--- src/pkg/pafm_pkg.sv ---
package pafm_pkg;
  localparam int PIN_COUNT = 8;
  localparam int NOISE_LEN = 3;
  localparam logic [7:0] RST_LATCH = 8'h00;
  localparam logic [7:0] RST_DIR = 8'hFF;
  localparam logic [7:0] RST_MODE = 8'h00;
  localparam logic [7:0] RST_SEL = 8'h00;
  localparam logic [3:0] EXT_CLK_CODE = 4'hB;
  localparam logic [7:0] DAC_DIR_ALL = 8'hFF;
  localparam int PIN_SHARED_RX = 1;
  localparam int PIN_QUAD = 3;
  localparam int PIN_DEBUG = 5;
  typedef struct packed {
    logic [7:0] latch;
    logic [7:0] dir;
    logic [7:0] mode;
    logic [7:0] sel;
    logic [7:0] sel_ext;
  } pafm_cfg_t;
  typedef struct packed {
    logic [7:0] out_a;
    logic [7:0] oe_a;
    logic [7:0] out_b;
    logic [7:0] oe_b;
    logic [7:0] out_c;
    logic [7:0] oe_c;
    logic [7:0] out_d;
    logic [7:0] oe_d;
  } pafm_alt_t;
endpackage

--- src/hdl/pafm_mux.sv ---
`timescale 1ns/1ps
`default_nettype none
module pafm_mux
  import pafm_pkg::*;
(
  input  wire logic       clk_in,          // 50 MHz clock
  input  wire logic       resetn_in,       // async reset, active low
  input  wire logic       ce_in,           // clock enable
  input  wire pafm_cfg_t  cfg_in,          // port configuration bits
  input  wire logic       debug_pin_enable_bit_in, // debug takes shared pin
  input  wire logic       buffer_off_in,   // idle, stop or bus hold
  input  wire logic [7:0] rising_edge_select_bit_in,  // rising sensitivity
  input  wire logic [7:0] falling_edge_select_bit_in, // falling sensitivity
  input  wire pafm_alt_t  alt_in,          // peripheral outputs and enables
  input  wire logic [7:0] pin_in,          // pin levels
  output logic [7:0]      pin_out,         // pin drive value
  output logic [7:0]      pin_oe_out,      // pin drive enable
  output logic [7:0]      port_read_out,   // port read data
  output logic [7:0]      alt_a_in_out,    // first-function inputs
  output logic [7:0]      alt_b_in_out,    // second-function inputs
  output logic [7:0]      alt_c_in_out,    // third-function inputs
  output logic [7:0]      alt_d_in_out,    // fourth-function inputs
  output logic [7:0]      edge_event_out,  // filtered edge pulses
  output logic            debug_reset_input_out // debug reset input
);
  // pin synchroniser
  logic [7:0] sync1;
  logic [7:0] sync2;
  logic [7:0] next_sync1;
  logic [7:0] next_sync2;

  // noise filter and edge detector
  logic [7:0] filt;
  logic [7:0] prev_filt;
  logic [7:0] edg;
  logic [1:0] cnt            [PIN_COUNT];
  logic [7:0] next_filt;
  logic [7:0] next_prev_filt;
  logic [7:0] next_edg;
  logic [1:0] next_cnt       [PIN_COUNT];

  // pin multiplexer
  logic [7:0] pin;
  logic [7:0] oe;
  logic [7:0] rd;
  logic [7:0] ain_a;
  logic [7:0] ain_b;
  logic [7:0] ain_c;
  logic [7:0] ain_d;
  logic       dbg;
  logic [7:0] next_pin;
  logic [7:0] next_oe;
  logic [7:0] next_rd;
  logic [7:0] next_a;
  logic [7:0] next_b;
  logic [7:0] next_c;
  logic [7:0] next_d;
  logic       next_dbg;

  function automatic logic [1:0] fsel(input pafm_cfg_t c, input int i);
    fsel = {c.sel_ext[i], c.sel[i]};
  endfunction

  always_comb begin
    next_sync1 = pin_in;
    next_sync2 = sync1;
  end

  always_ff @(posedge clk_in or negedge resetn_in) begin
    if (!resetn_in) begin
      sync1 <= 8'h00;
      sync2 <= 8'h00;
    end else if (ce_in) begin
      sync1 <= next_sync1;
      sync2 <= next_sync2;
    end
  end

  // a level must differ for NOISE_LEN cycles before it is accepted
  always_comb begin
    next_filt = filt;
    next_prev_filt = filt;
    for (int i = 0; i < PIN_COUNT; i++) begin
      next_cnt[i] = cnt[i];
      if (sync2[i] == filt[i]) begin
        next_cnt[i] = 2'h0;
      end else if (cnt[i] == 2'(NOISE_LEN - 1)) begin
        next_filt[i] = sync2[i];
        next_cnt[i] = 2'h0;
      end else begin
        next_cnt[i] = cnt[i] + 2'h1;
      end
    end
    next_edg = (filt & ~prev_filt & rising_edge_select_bit_in) |
               (~filt & prev_filt & falling_edge_select_bit_in);
  end

  always_ff @(posedge clk_in or negedge resetn_in) begin
    if (!resetn_in) begin
      filt <= 8'h00;
      prev_filt <= 8'h00;
      edg <= 8'h00;
      for (int i = 0; i < PIN_COUNT; i++) begin
        cnt[i] <= 2'h0;
      end
    end else if (ce_in) begin
      filt <= next_filt;
      prev_filt <= next_prev_filt;
      edg <= next_edg;
      cnt <= next_cnt;
    end
  end

  always_comb begin
    next_dbg = debug_pin_enable_bit_in & sync2[PIN_DEBUG];
    for (int i = 0; i < PIN_COUNT; i++) begin
      next_a[i] = cfg_in.mode[i] & sync2[i];
      next_b[i] = cfg_in.mode[i] & sync2[i];
      next_c[i] = cfg_in.mode[i] & (fsel(cfg_in, i) == 2'h2) & sync2[i];
      next_d[i] = 1'b0;
      next_rd[i] = cfg_in.dir[i] ? sync2[i] : cfg_in.latch[i];
      if (!cfg_in.mode[i]) begin
        next_pin[i] = cfg_in.latch[i];
        next_oe[i] = ~cfg_in.dir[i];
      end else if (i == PIN_QUAD) begin
        unique case (fsel(cfg_in, i))
          2'h0: begin next_pin[i] = 1'b0; next_oe[i] = 1'b0; end
          2'h1: begin next_pin[i] = alt_in.out_b[i]; next_oe[i] = alt_in.oe_b[i]; end
          2'h2: begin next_pin[i] = 1'b0; next_oe[i] = 1'b0; end
          2'h3: begin next_pin[i] = alt_in.out_d[i]; next_oe[i] = alt_in.oe_d[i]; end
        endcase
      end else if (cfg_in.sel[i]) begin
        next_pin[i] = alt_in.out_b[i];
        next_oe[i] = alt_in.oe_b[i];
      end else begin
        next_pin[i] = alt_in.out_a[i];
        next_oe[i] = alt_in.oe_a[i];
      end
      if (i == PIN_DEBUG && debug_pin_enable_bit_in) begin
        next_oe[i] = 1'b0;
        next_a[i] = 1'b0;
        next_b[i] = 1'b0;
      end
      if (buffer_off_in) begin
        next_oe[i] = 1'b0;
      end
    end
  end

  // outputs only change on enabled edges or at async reset
  always_ff @(posedge clk_in or negedge resetn_in) begin
    if (!resetn_in) begin
      pin <= 8'h00;
      oe <= 8'h00;
      rd <= 8'h00;
      ain_a <= 8'h00;
      ain_b <= 8'h00;
      ain_c <= 8'h00;
      ain_d <= 8'h00;
      dbg <= 1'b0;
    end else if (ce_in) begin
      pin <= next_pin;
      oe <= next_oe;
      rd <= next_rd;
      ain_a <= next_a;
      ain_b <= next_b;
      ain_c <= next_c;
      ain_d <= next_d;
      dbg <= next_dbg;
    end
  end

  assign pin_out = pin;
  assign pin_oe_out = oe;
  assign port_read_out = rd;
  assign alt_a_in_out = ain_a;
  assign alt_b_in_out = ain_b;
  assign alt_c_in_out = ain_c;
  assign alt_d_in_out = ain_d;
  assign edge_event_out = edg;
  assign debug_reset_input_out = dbg;
endmodule
`default_nettype wire

--- config.mk ---
export PLATFORM = sky130hd
export DESIGN_NAME = pafm_mux
export DESIGN_NICKNAME = d
export VERILOG_FILES = /design/src/pkg/pafm_pkg.sv /design/src/hdl/pafm_mux.sv
export SDC_FILE = /design/constraint.sdc
export NUM_CORES = 1
export LEC_CHECK = 0
export BUFFER_PORTS_ARGS = -buffer_cell sky130_fd_sc_hd__buf_2
export CAP_MARGIN = 20
export CORE_ASPECT_RATIO = 1.1
export CORE_UTILIZATION = 51
export DETAILED_ROUTE_END_ITERATION = 12
export GPL_ROUTABILITY_DRIVEN = 0
export PLACE_DENSITY_LB_ADDON = 0.15
export SETUP_SLACK_MARGIN = 0.3
export SLEW_MARGIN = 10
export SYNTH_ARGS = -nofsm -noshare
export SYNTH_HDL_FRONTEND = slang
export SYNTH_SLANG_ARGS = --single-unit
--- constraint.sdc ---
create_clock -name clk_in -period 3 [get_ports clk_in]
set_clock_uncertainty 0.05 [all_clocks]
set_input_delay 0.6 -clock clk_in [delete_from_list [all_inputs] [get_ports clk_in]]
set_output_delay 0.6 -clock clk_in [all_outputs]
set_load 0.03 [all_outputs]
### Word-level counts from Yosys, hierarchy flattened

Cells that the tools add are included.
Widths: inputs -> output; s select.

* register bits: 97
* bits in latches: 0
* memory bits (writable): 0
* ROM bits: 0
* output and inout bits: 65
* logic and storage cells: 184
* memories kept: 0

* add/subtract/negate cells: 8
* multiply operators: 0
* div/mod/pow operators: 0
* $lt $le $gt $ge: 0
* equal/unequal tests: 26
* shifts and indexed selects: 0
* muxes and demuxes: 66
* bitwise logic cells: 48
* reduce and logical (&&, ||, !) cells: 10

Operator list (count)
* $mux 1: 48
* $eq 2x2->1 const B: 17
* $and 8x8->8: 4
* $mux 2: 16
* $and 1x1->1: 25
* $reduce_and 3->1: 8
* $add 2x1->2 const B: 8
* $not 1->1: 16
* $not 8->8: 2
* $eq 1x1->1: 8
* $or 8x8->8: 1
* $pmux 1 s3: 2
* $eq 2x1->1 const B: 1
* $logic_not 2->1: 1
* $reduce_or 2->1: 1

### Depth between registers and ports, before layout

Gate-level depths: netlist (run 1).

* depth in word-level cells: 5
* depth in mapped cells: 5
* gate-level depth less buffers: 3

### Worst setup path before layout (run 1)

No wires, ideal clock.

* kind: input to register
* from: input port ce_in
* to: register filt[6]
* setup time: 0.127 ns
* arrival time: 1.227 ns
* data required time: 2.823 ns
* slack: 1.596 ns
* stages: 4
* cells stage by stage: buf_6 and2b_1 nand2_1 mux2_1

* cells in the longest elaborated chain, start to end: 1

Ends and longest elaborated chain
* from (decl): RTL line pafm_mux.sv:8 `input wire logic ce_in,`
* $reduce_and 3->1 (no line)
* to (signal assigned): RTL line pafm_mux.sv:107 `filt <= next_filt;`
* to (decl): RTL line pafm_mux.sv:33 `logic [7:0] filt;`

No other way between the ends.
A chain may end at the register's enable or synchronous reset.

==> results of run 1 <==
==> critical path: stages <==
cell	delay, ns
buf_4	0.36
inv_2	0.28
nor2_2	0.46
a32o_1	0.25
==> how the worst max path moves through the flow <==
| stage | cells after the start | end | slack (ns) | startpoint |
|---|---|---|---|---|
| after floorplan | 4 | filt[6] | 1.60 | ce_in |
| after global routing | 4 | pin_oe_out[5] | 1.17 | ce_in |
| after CTS | 4 | pin_oe_out[0] | 1.28 | ce_in |
| after detailed placement | 4 | pin_oe_out[0] | 0.90 | ce_in |
| final | 4 | pin_oe_out[6] | 1.28 | ce_in |
| after global placement | 4 | pin_oe_out[5] | 0.93 | ce_in |
==> Yosys cell counts <==
master      n
dfrtp_1    97
mux2i_1    33
mux2_2     31
nand2_1    31
o21ai_0    22
buf_4      18
nand3_1    17
nand3b_1   16
nor2_1     16
a21oi_1    15
inv_1      13
a31oi_1     8
buf_2       8
xor2_1      8
a21o_1      7
a32o_1      7
nand4b_1    7
o2bb2ai_1   7
nand2b_1    6
nor2b_1     6
clkbuf_1    4
o22ai_1     2
a22o_1      1
and2b_1     1
buf_6       1
conb_1      1
inv_2       1
mux2_1      1
nor2_2      1
o21a_1      1
o221ai_1    1
o31ai_1     1
o41ai_1     1
==> power by group through the flow <==
| stage | clock network [mW] | logic (mW) | registers [mW] |
|---|---|---|---|
| global placement | 0 | 0.971 | 1.87 |
| floorplan | 0 | 0.565 | 2.01 |
| global route | 0.974 | 1.09 | 1.92 |
| CTS | 0.909 | 1.01 | 1.88 |
| finish | 0.887 | 0.994 | 1.88 |
| detailed placement | 0 | 1.01 | 1.90 |
==> final cells by class <==
class | count | area, um2
Clock buffer | 9 | 124
Fill cell | 706 | 2960
Sequential cell | 97 | 2430
Tap cell | 111 | 139
Clock inverter | 7 | 85.1
Timing Repair Buffer | 162 | 828
Multi-Input combinational cell | 255 | 1800
Inverter | 14 | 52.6
==> per-layer routing <==
metal  wire length [um]  vias up  track usage [%]
met4                 96        0             7.33
met3                615        6             5.76
met2               4730      110             38.2
li1                   -     1658                -
met5                  0        -                0
met1               4070     1635             27.2
==> cell families (layout without fill, tap and decap cells) <==
| logic type | count (synthesis) | after routing | share of synthesized area, % |
|---|---|---|---|
| multiplexers | 65 | 65 | 15.5 |
| buffers and inverters | 45 | 192 | 5.71 |
| AND/OR/NAND/NOR | 101 | 101 | 11.9 |
| flip-flops | 97 | 97 | 54.5 |
| XOR/XNOR | 8 | 8 | 1.57 |
| AO/OA/AOI/OAI | 73 | 73 | 10.6 |
| other | 1 | 8 | 0.0843 |
==> per-stage QoR <==
stage | instance area [um2] | std cells | setup slack [ns] | util [%]
floorplan | 4480 | 397 | 1.60 | -
CTS | 5450 | 655 | 1.28 | 64.8
global route | 5450 | 655 | 1.17 | 64.8
detailed placement | 5240 | 639 | 0.902 | 62.4
finish | 5450 | 655 | 1.28 | 64.8
global placement | 5240 | 639 | 0.927 | 62.4
==> summary.md, run 1 <==
| Metric | Value |
|---|---|
| Max Cap Violations | `0` |
| Cell variety after synth | `33` |
| Final Power | `3.76 mW` |
| Launching point of the worst reg2reg path | `cnt[2]` |
| Seq cells post-synth | `97` |
| Maximum root-to-sink buffer count | `2` |
| Critical path startpoint category | `primary input` |
| Netlist area before placement | `0.00445 mm2` |
| IO buf count | `157` |
| First-pass GRT wire length | `15600 um` |
| CTS HTree Levels | `3` |
| Combinational share of power | `26.5%` |
| Number of failing setup endpoints in the final timing report | `0` |
| Count of final max-slew check failures | `0` |
| Area share of the largest cell type after synthesis | `54.5%` |
| Fraction of final layout cells sized beyond drive strength 1 | `38.8%` |
| Crit-path max FO | `44` |
| Total Routed Length | `9520 um` |
| End of the worst register-to-register path | `filt[6]` |
| Post-CTS clock slew at the launch and capture registers of the worst setup and hold paths | `0.10 ns` |
| Final worst path period share | `57.4%` |
| Max Freq | `0.581 GHz` |
| LEAKAGE | `2.72 nW` |
| Number of instances in the synthesized netlist | `390` |
| Worst Path Required | `3.24 ns` |
| Clock sink count | `97` |
| PD cells | `689 mW/mm2` |
| Run status | `finished, final reports clean` |
| Maximum number of pins on one net before global-route repair | `67` |
| Cells resized by post-CTS repair | `0` |
| Initial core utilization | `52.9%` |
| Grt ovf | `0` |
| Unrepaired setup endpoints after global routing | `false` |
| Remaining antenna violation count | `0` |
| I/O pin total | `198` |
| Reg power frac | `49.9%` |
| Peak ir drop on the vdd network | `0.356 mV` |
| Data arrival, critical path | `1.96 ns` |
| Cell internal pwr | `2.47 mW` |
| First-pass iteration count of the detailed router | `4` |
| Post-synthesis area per instance | `11.4 um2` |
| Setup tns final | `0 ns` |
| Power spent charging and discharging nets | `1.29 mW` |
| Antenna diode count | `0` |
| Total die area | `0.00910 mm2` |
| Initial antenna violation count | `0` |
| Flip-flop count of the largest register after layout | `16` |
| R2r worst-path depth | `3` |
| Number of global-route vias before repair | `3398` |
| Biggest area consumer among synthesized cells | `dfrtp_1` |
| Yosys synthesis warning count | `0` |
| Synth top area cells | `dfrtp_1 55%, mux2_2 7.8%, mux2i_1 7.4%, buf_4 3.0%, nand3b_1 2.7%` |
| Hold_buf cts | `0` |
| Most common library cell in the layout ignoring fill and taps | `buf_2` |
| Worst hold slack | `0.267 ns` |
| Placeable core region | `0.00841 mm2` |
| Category of the critical setup timing path | `primary input to flip-flop` |
| Minimum clock period | `1.72 ns` |
| Worst min-delay path class | `primary input to async pin` |
| Critical path capture point type | `flip-flop` |
| Via/cell ratio | `5.20` |
| Growth of design area from synthesis to finish | `22.5%` |
| Overall fraction of global-route tracks in use | `22.1%` |
| Endpoints failing hold | `0` |
| Residual DRC count | `0` |
| CTS Root Buffer Type | `clkbuf_8` |
| Clock network fraction of design power | `23.6%` |
| Rows | `35` |
| WL/cell | `14.5 um` |
| Slew at the pin closest to its max-slew limit | `0.810 ns` |
| Latest clock arrival within the worst-skew pair | `0.36 ns` |
| DRC marker count from the first detailed-route iteration | `129` |
| Largest register by flop count | `cnt` |
| Fraction of power spent switching nets | `34.4%` |
| Most frequent cells in the layout | `155 x buf_2, 97 x dfrtp_1, 33 x mux2i_1, 31 x nand2_1, 31 x mux2_2` |
| Die H | `100 um` |
| Slack of the worst reg-to-reg path | `1.86 ns` |
| Fraction of the yosys area taken by sequential cells | `54.5%` |
| Die width | `91.1 um` |
| Slew headroom | `46.0%` |
| Clock tree from TritonCTS | `done` |
| HPWL after DPL | `7100 um` |
| Total number of nets in the final design | `672` |
| TritonCTS buffer count | `9` |
| Vias after detailed routing | `3409` |
| Post-CTS setup buffer count | `0` |
No activity file was read; power rests on OpenSTA's default activity.
==> run 2, diff against run 1 <==
--- a/config.mk
+++ b/config.mk
@@ -5,10 +5,11 @@
 export SDC_FILE = /design/constraint.sdc
 export NUM_CORES = 1
 export LEC_CHECK = 0
+export ABC_AREA = 1
 export BUFFER_PORTS_ARGS = -buffer_cell sky130_fd_sc_hd__buf_2
 export CAP_MARGIN = 20
 export CORE_ASPECT_RATIO = 1.1
-export CORE_UTILIZATION = 51
+export CORE_UTILIZATION = 43
 export DETAILED_ROUTE_END_ITERATION = 12
 export GPL_ROUTABILITY_DRIVEN = 0
 export PLACE_DENSITY_LB_ADDON = 0.15
==> constraint.sdc (replaced) <==
create_clock -name clk_in -period 1.47 [get_ports clk_in]
set_clock_uncertainty 0.05 [all_clocks]
set_input_delay 0.294 -clock clk_in [delete_from_list [all_inputs] [get_ports clk_in]]
set_output_delay 0.294 -clock clk_in [all_outputs]
set_load 0.03 [all_outputs]
==> run 2 against run 1 <==
Net effect:
- critical path type is now flip-flop to output port
- worst hold slack worse by 0.17 ns
- combinational power grew to 2.5 times the previous value
- power is 130% higher
- critical path depth is 3 lower
- die area is 23% higher
- global-route usage is 0.90 points lower
- clock-buffer cell count is 2 higher
==> summary.md, run 2 <==
| Metric | Value |
|---|---|
| Run status | `finished, final reports clean (unchanged)` |
| Clock network fraction of design power | `28.6% (was 23.6%)` |
| Most common library cell in the layout ignoring fill and taps | `nand2_1 (was buf_2)` |
| Synth top area cells | `dfrtp_1 52%, nand2_1 20%, inv_1 6.0%, nand3_1 5.7%, o21ai_0 4.2% (was dfrtp_1 55%, mux2_2 7.8%, mux2i_1 7.4%, buf_4 3.0%, nand3b_1 2.7%)` |
| Most frequent cells in the layout | `247 x nand2_1, 98 x buf_2, 96 x dfrtp_1, 74 x inv_1, 55 x buf_6 (was 155 x buf_2, 97 x dfrtp_1, 33 x mux2i_1, 31 x nand2_1, 31 x mux2_2)` |
| Largest register by flop count | `cnt (unchanged)` |
| Rows | `39 (was 35)` |
| Worst setup margin | `0.201 ns (was 1.28 ns)` |
| Most instantiated cells after synthesis | `247 x nand2_1, 97 x dfrtp_1, 74 x inv_1, 53 x nand3_1, 39 x o21ai_0 (was 97 x dfrtp_1, 33 x mux2i_1, 31 x mux2_2, 31 x nand2_1, 22 x o21ai_0)` |
| PD cells | `1360 mW/mm2 (was 689 mW/mm2)` |
| Residual DRC count | `0 (unchanged)` |
| First-pass iteration count of the detailed router | `4 (unchanged)` |
| Die H | `111 um (was 100 um)` |
| Fraction of final layout cells sized beyond drive strength 1 | `27.7% (was 38.8%)` |
| Number of failing setup endpoints in the final timing report | `0 (unchanged)` |
| Combinational share of power | `28.9% (was 26.5%)` |
| Category of the critical setup timing path | `flip-flop to output port (was primary input to flip-flop)` |
| Antenna diode count | `0 (unchanged)` |
| First-pass GRT wire length | `18900 um (was 15600 um)` |
| Setup tns final | `0 ns (unchanged)` |
| TritonCTS buffer count | `9 (unchanged)` |
| Die width | `101 um (was 91.1 um)` |
| CTS Root Buffer Type | `clkbuf_16 (was clkbuf_8)` |
| Count of final max-slew check failures | `0 (unchanged)` |
| Max stage delay on crit path | `0.43 ns (was 0.46 ns)` |
| Vias after detailed routing | `4353 (was 3409)` |
| Total Routed Length | `11400 um (was 9520 um)` |
| Synth Flop Type | `dfrtp_1 (unchanged)` |
| Most frequently used cell type in the post-synthesis netlist | `nand2_1 (was dfrtp_1)` |
| Total number of nets in the final design | `916 (was 672)` |
| Maximum number of pins on one net before global-route repair | `48 (was 67)` |
| Biggest area consumer among synthesized cells | `dfrtp_1 (unchanged)` |
| Number of flops mapped to enable cells by yosys | `0 (unchanged)` |
| Via/cell ratio | `4.68 (was 5.20)` |
| Unrepaired setup endpoints after global routing | `true (was false)` |
| CTS HTree Levels | `3 (unchanged)` |
| Count of filler cells inserted in the layout | `928 (was 706)` |
| Area share of the largest cell type after synthesis | `52.5% (was 54.5%)` |
| Cell internal pwr | `5.82 mW (was 2.47 mW)` |
| Growth of design area from synthesis to finish | `38.5% (was 22.5%)` |
| Yosys synthesis warning count | `0 (unchanged)` |
| HPWL after DPL | `8010 um (was 7100 um)` |
| Critical Path Sink | `alt_a_in_out[5] (was pin_oe_out[6])` |
| Origin of the worst setup path | `alt_b_in_out[5] (was ce_in)` |
| Data arrival, critical path | `0.92 ns (was 1.96 ns)` |
| End of the worst register-to-register path | `cnt[2] (was filt[6])` |
| Placeable core region | `0.0104 mm2 (was 0.00841 mm2)` |
| Endpoints failing hold | `0 (unchanged)` |
| Total die area | `0.0112 mm2 (was 0.00910 mm2)` |
| WP depth | `1 (was 4)` |
| Worst Path Required | `1.13 ns (was 3.24 ns)` |
| Critical path startpoint category | `flip-flop (was primary input)` |
| Clock sink count | `97 (unchanged)` |
| Latest clock arrival within the worst-skew pair | `0.34 ns (was 0.36 ns)` |
| Final Power | `8.71 mW (was 3.76 mW)` |
| LEAKAGE | `3.59 nW (was 2.72 nW)` |
| IO buf count | `157 (unchanged)` |
| Post-CTS clock slew at the launch and capture registers of the worst setup and hold paths | `0.07 ns (was 0.10 ns)` |
| Slowest library cell on the worst path | `dfrtp_1 (was nor2_2)` |
| WL/cell | `12.2 um (was 14.5 um)` |
| Initial antenna violation count | `0 (unchanged)` |
| Remaining antenna violation count | `0 (unchanged)` |
| Slack of the worst reg-to-reg path | `0.46 ns (was 1.86 ns)` |
| Fraction of power spent switching nets | `33.1% (was 34.4%)` |
| Final worst path period share | `86.3%` |
| Fraction of registers with async set/reset | `100% (unchanged)` |
| Crit-path max FO | `3 (was 44)` |
| Critical path, cell by cell | `buf_6 (was buf_4, inv_2, nor2_2, a32o_1)` |
| Cell variety after synth | `22 (was 33)` |
| Grt ovf | `0 (unchanged)` |
| Number of global-route vias before repair | `4232 (was 3398)` |
| Max Freq | `0.788 GHz` |
| Number of buffers and inverters on the critical path | `1 (was 2)` |
| Reg power frac | `42.4% (was 49.9%)` |
| Flip-flop count of the largest register after layout | `16 (unchanged)` |
| Launching point of the worst reg2reg path | `sync2[6] (was cnt[2])` |
| I/O pin total | `198 (unchanged)` |
| Overall fraction of global-route tracks in use | `21.2% (was 22.1%)` |
| Minimum clock period | `1.27 ns` |
| Fraction of the yosys area taken by sequential cells | `52.5% (was 54.5%)` |
| Maximum root-to-sink buffer count | `2 (unchanged)` |
| Netlist area before placement | `0.00463 mm2 (was 0.00445 mm2)` |
| Dominant delay contributor by cell family on the critical path | `flip-flops (was buffers and inverters)` |
| DRC marker count from the first detailed-route iteration | `186 (was 129)` |
| R2r worst-path depth | `6 (was 3)` |
| Pre-CTS setup slack | `0.155 ns (was 0.902 ns)` |
| Power spent charging and discharging nets | `2.89 mW (was 1.29 mW)` |
| Initial core utilization | `44.3% (was 52.9%)` |
| Max Cap Violations | `0 (unchanged)` |
| Peak ir drop on the vdd network | `0.780 mV (was 0.356 mV)` |
| Critical path capture point type | `output port (was flip-flop)` |
| Worst min-delay path class | `primary input to flip-flop (was primary input to async pin)` |
| Post-synthesis area per instance | `7.69 um2 (was 11.4 um2)` |
| Number of instances in the synthesized netlist | `602 (was 390)` |
| Seq cells post-synth | `97 (unchanged)` |
| Clock tree from TritonCTS | `done (unchanged)` |
==> run 2: cell count changes after synthesis, sizes merged, moves of 8 or more <==
cell,before,now
o22ai,2,12
nand3b,16,0
xor2,8,0
o21ai,22,39
mux2i,33,0
inv,14,75
a31oi,8,0
nand3,17,53
mux2,32,0
nand2,31,247
==> run 2: layout make-up <==
class	instances	area, um2	share of cell area [%]
clock buffer	11	233	3.63
clock inverter	5	80.1	1.25
inverter	75	282	4.39
multi-input combinational	403	1730	26.9
sequential	97	2430	37.9
tap	143	179	2.79
timing repair buffer	197	1480	23.1
==> run 2: power by group through the flow <==
| stage | logic (mW) | registers [mW] | clock network (mW) |
|---|---|---|---|
| after global routing | 2.86 | 3.77 | 2.64 |
| after floorplan | 1.22 | 3.95 | 0 |
| after CTS | 2.50 | 3.69 | 2.53 |
| after global placement | 2.10 | 3.66 | 0 |
| after detailed placement | 2.17 | 3.70 | 0 |
| final | 2.52 | 3.70 | 2.49 |
==> run 2: metrics by stage <==
stage / hold WS, ns / instance area, um2 / utilization (%) / cells
floorplan: -0.0516 / 4650 / - / 609
global placement: 0.136 / 5510 / 52.8 / 884
detailed placement: 0.137 / 5510 / 52.8 / 884
CTS: 0.0903 / 6330 / 60.6 / 924
global route: 0.109 / 6410 / 61.4 / 931
finish: 0.102 / 6410 / 61.4 / 931
==> run 2: repair_timing <==
item | 4_1_cts | 5_1_grt
hold endpoints to repair | 15 | 0
gates resized for setup | 104 | 11
cloned | 0 | 0
hold buffers | 1 | 0
buffers inserted | 23 | 7
setup endpoints to repair | 57 | 58
==> run 2: kinds of logic after synthesis <==
logic type | count (synthesis) | synth area share, %
other cells | 1 | 0.0810
simple gates | 323 | 28.0
buf+inv | 109 | 10.8
flops | 97 | 52.5
compound gates | 72 | 8.60
==> run 2: how the worst min path moves through the flow <==
stage / from / end / slack [ns] / depth (start not counted)
2_1_floorplan: resetn_in / alt_b_in_out[0] / -0.05 / 0
3_3_place_gp: resetn_in / alt_b_in_out[2] / 0.14 / 1
3_5_place_dp: resetn_in / alt_c_in_out[2] / 0.14 / 1
4_1_cts: pin_in[1] / next_sync2[1] / 0.09 / 3
5_1_grt: pin_in[0] / next_sync2[0] / 0.11 / 3
6_report: pin_in[3] / next_sync2[3] / 0.10 / 3
==> run 2: routing by layer <==
metal | vias to the layer above | track usage [%] | wire length, um
met3 | 10 | 3.78 | 629
met1 | 1995 | 27.0 | 5120
li1 | 2216 | - | -
met5 | - | 0 | 0
met4 | 0 | 7.34 | 133
met2 | 132 | 36.0 | 5480
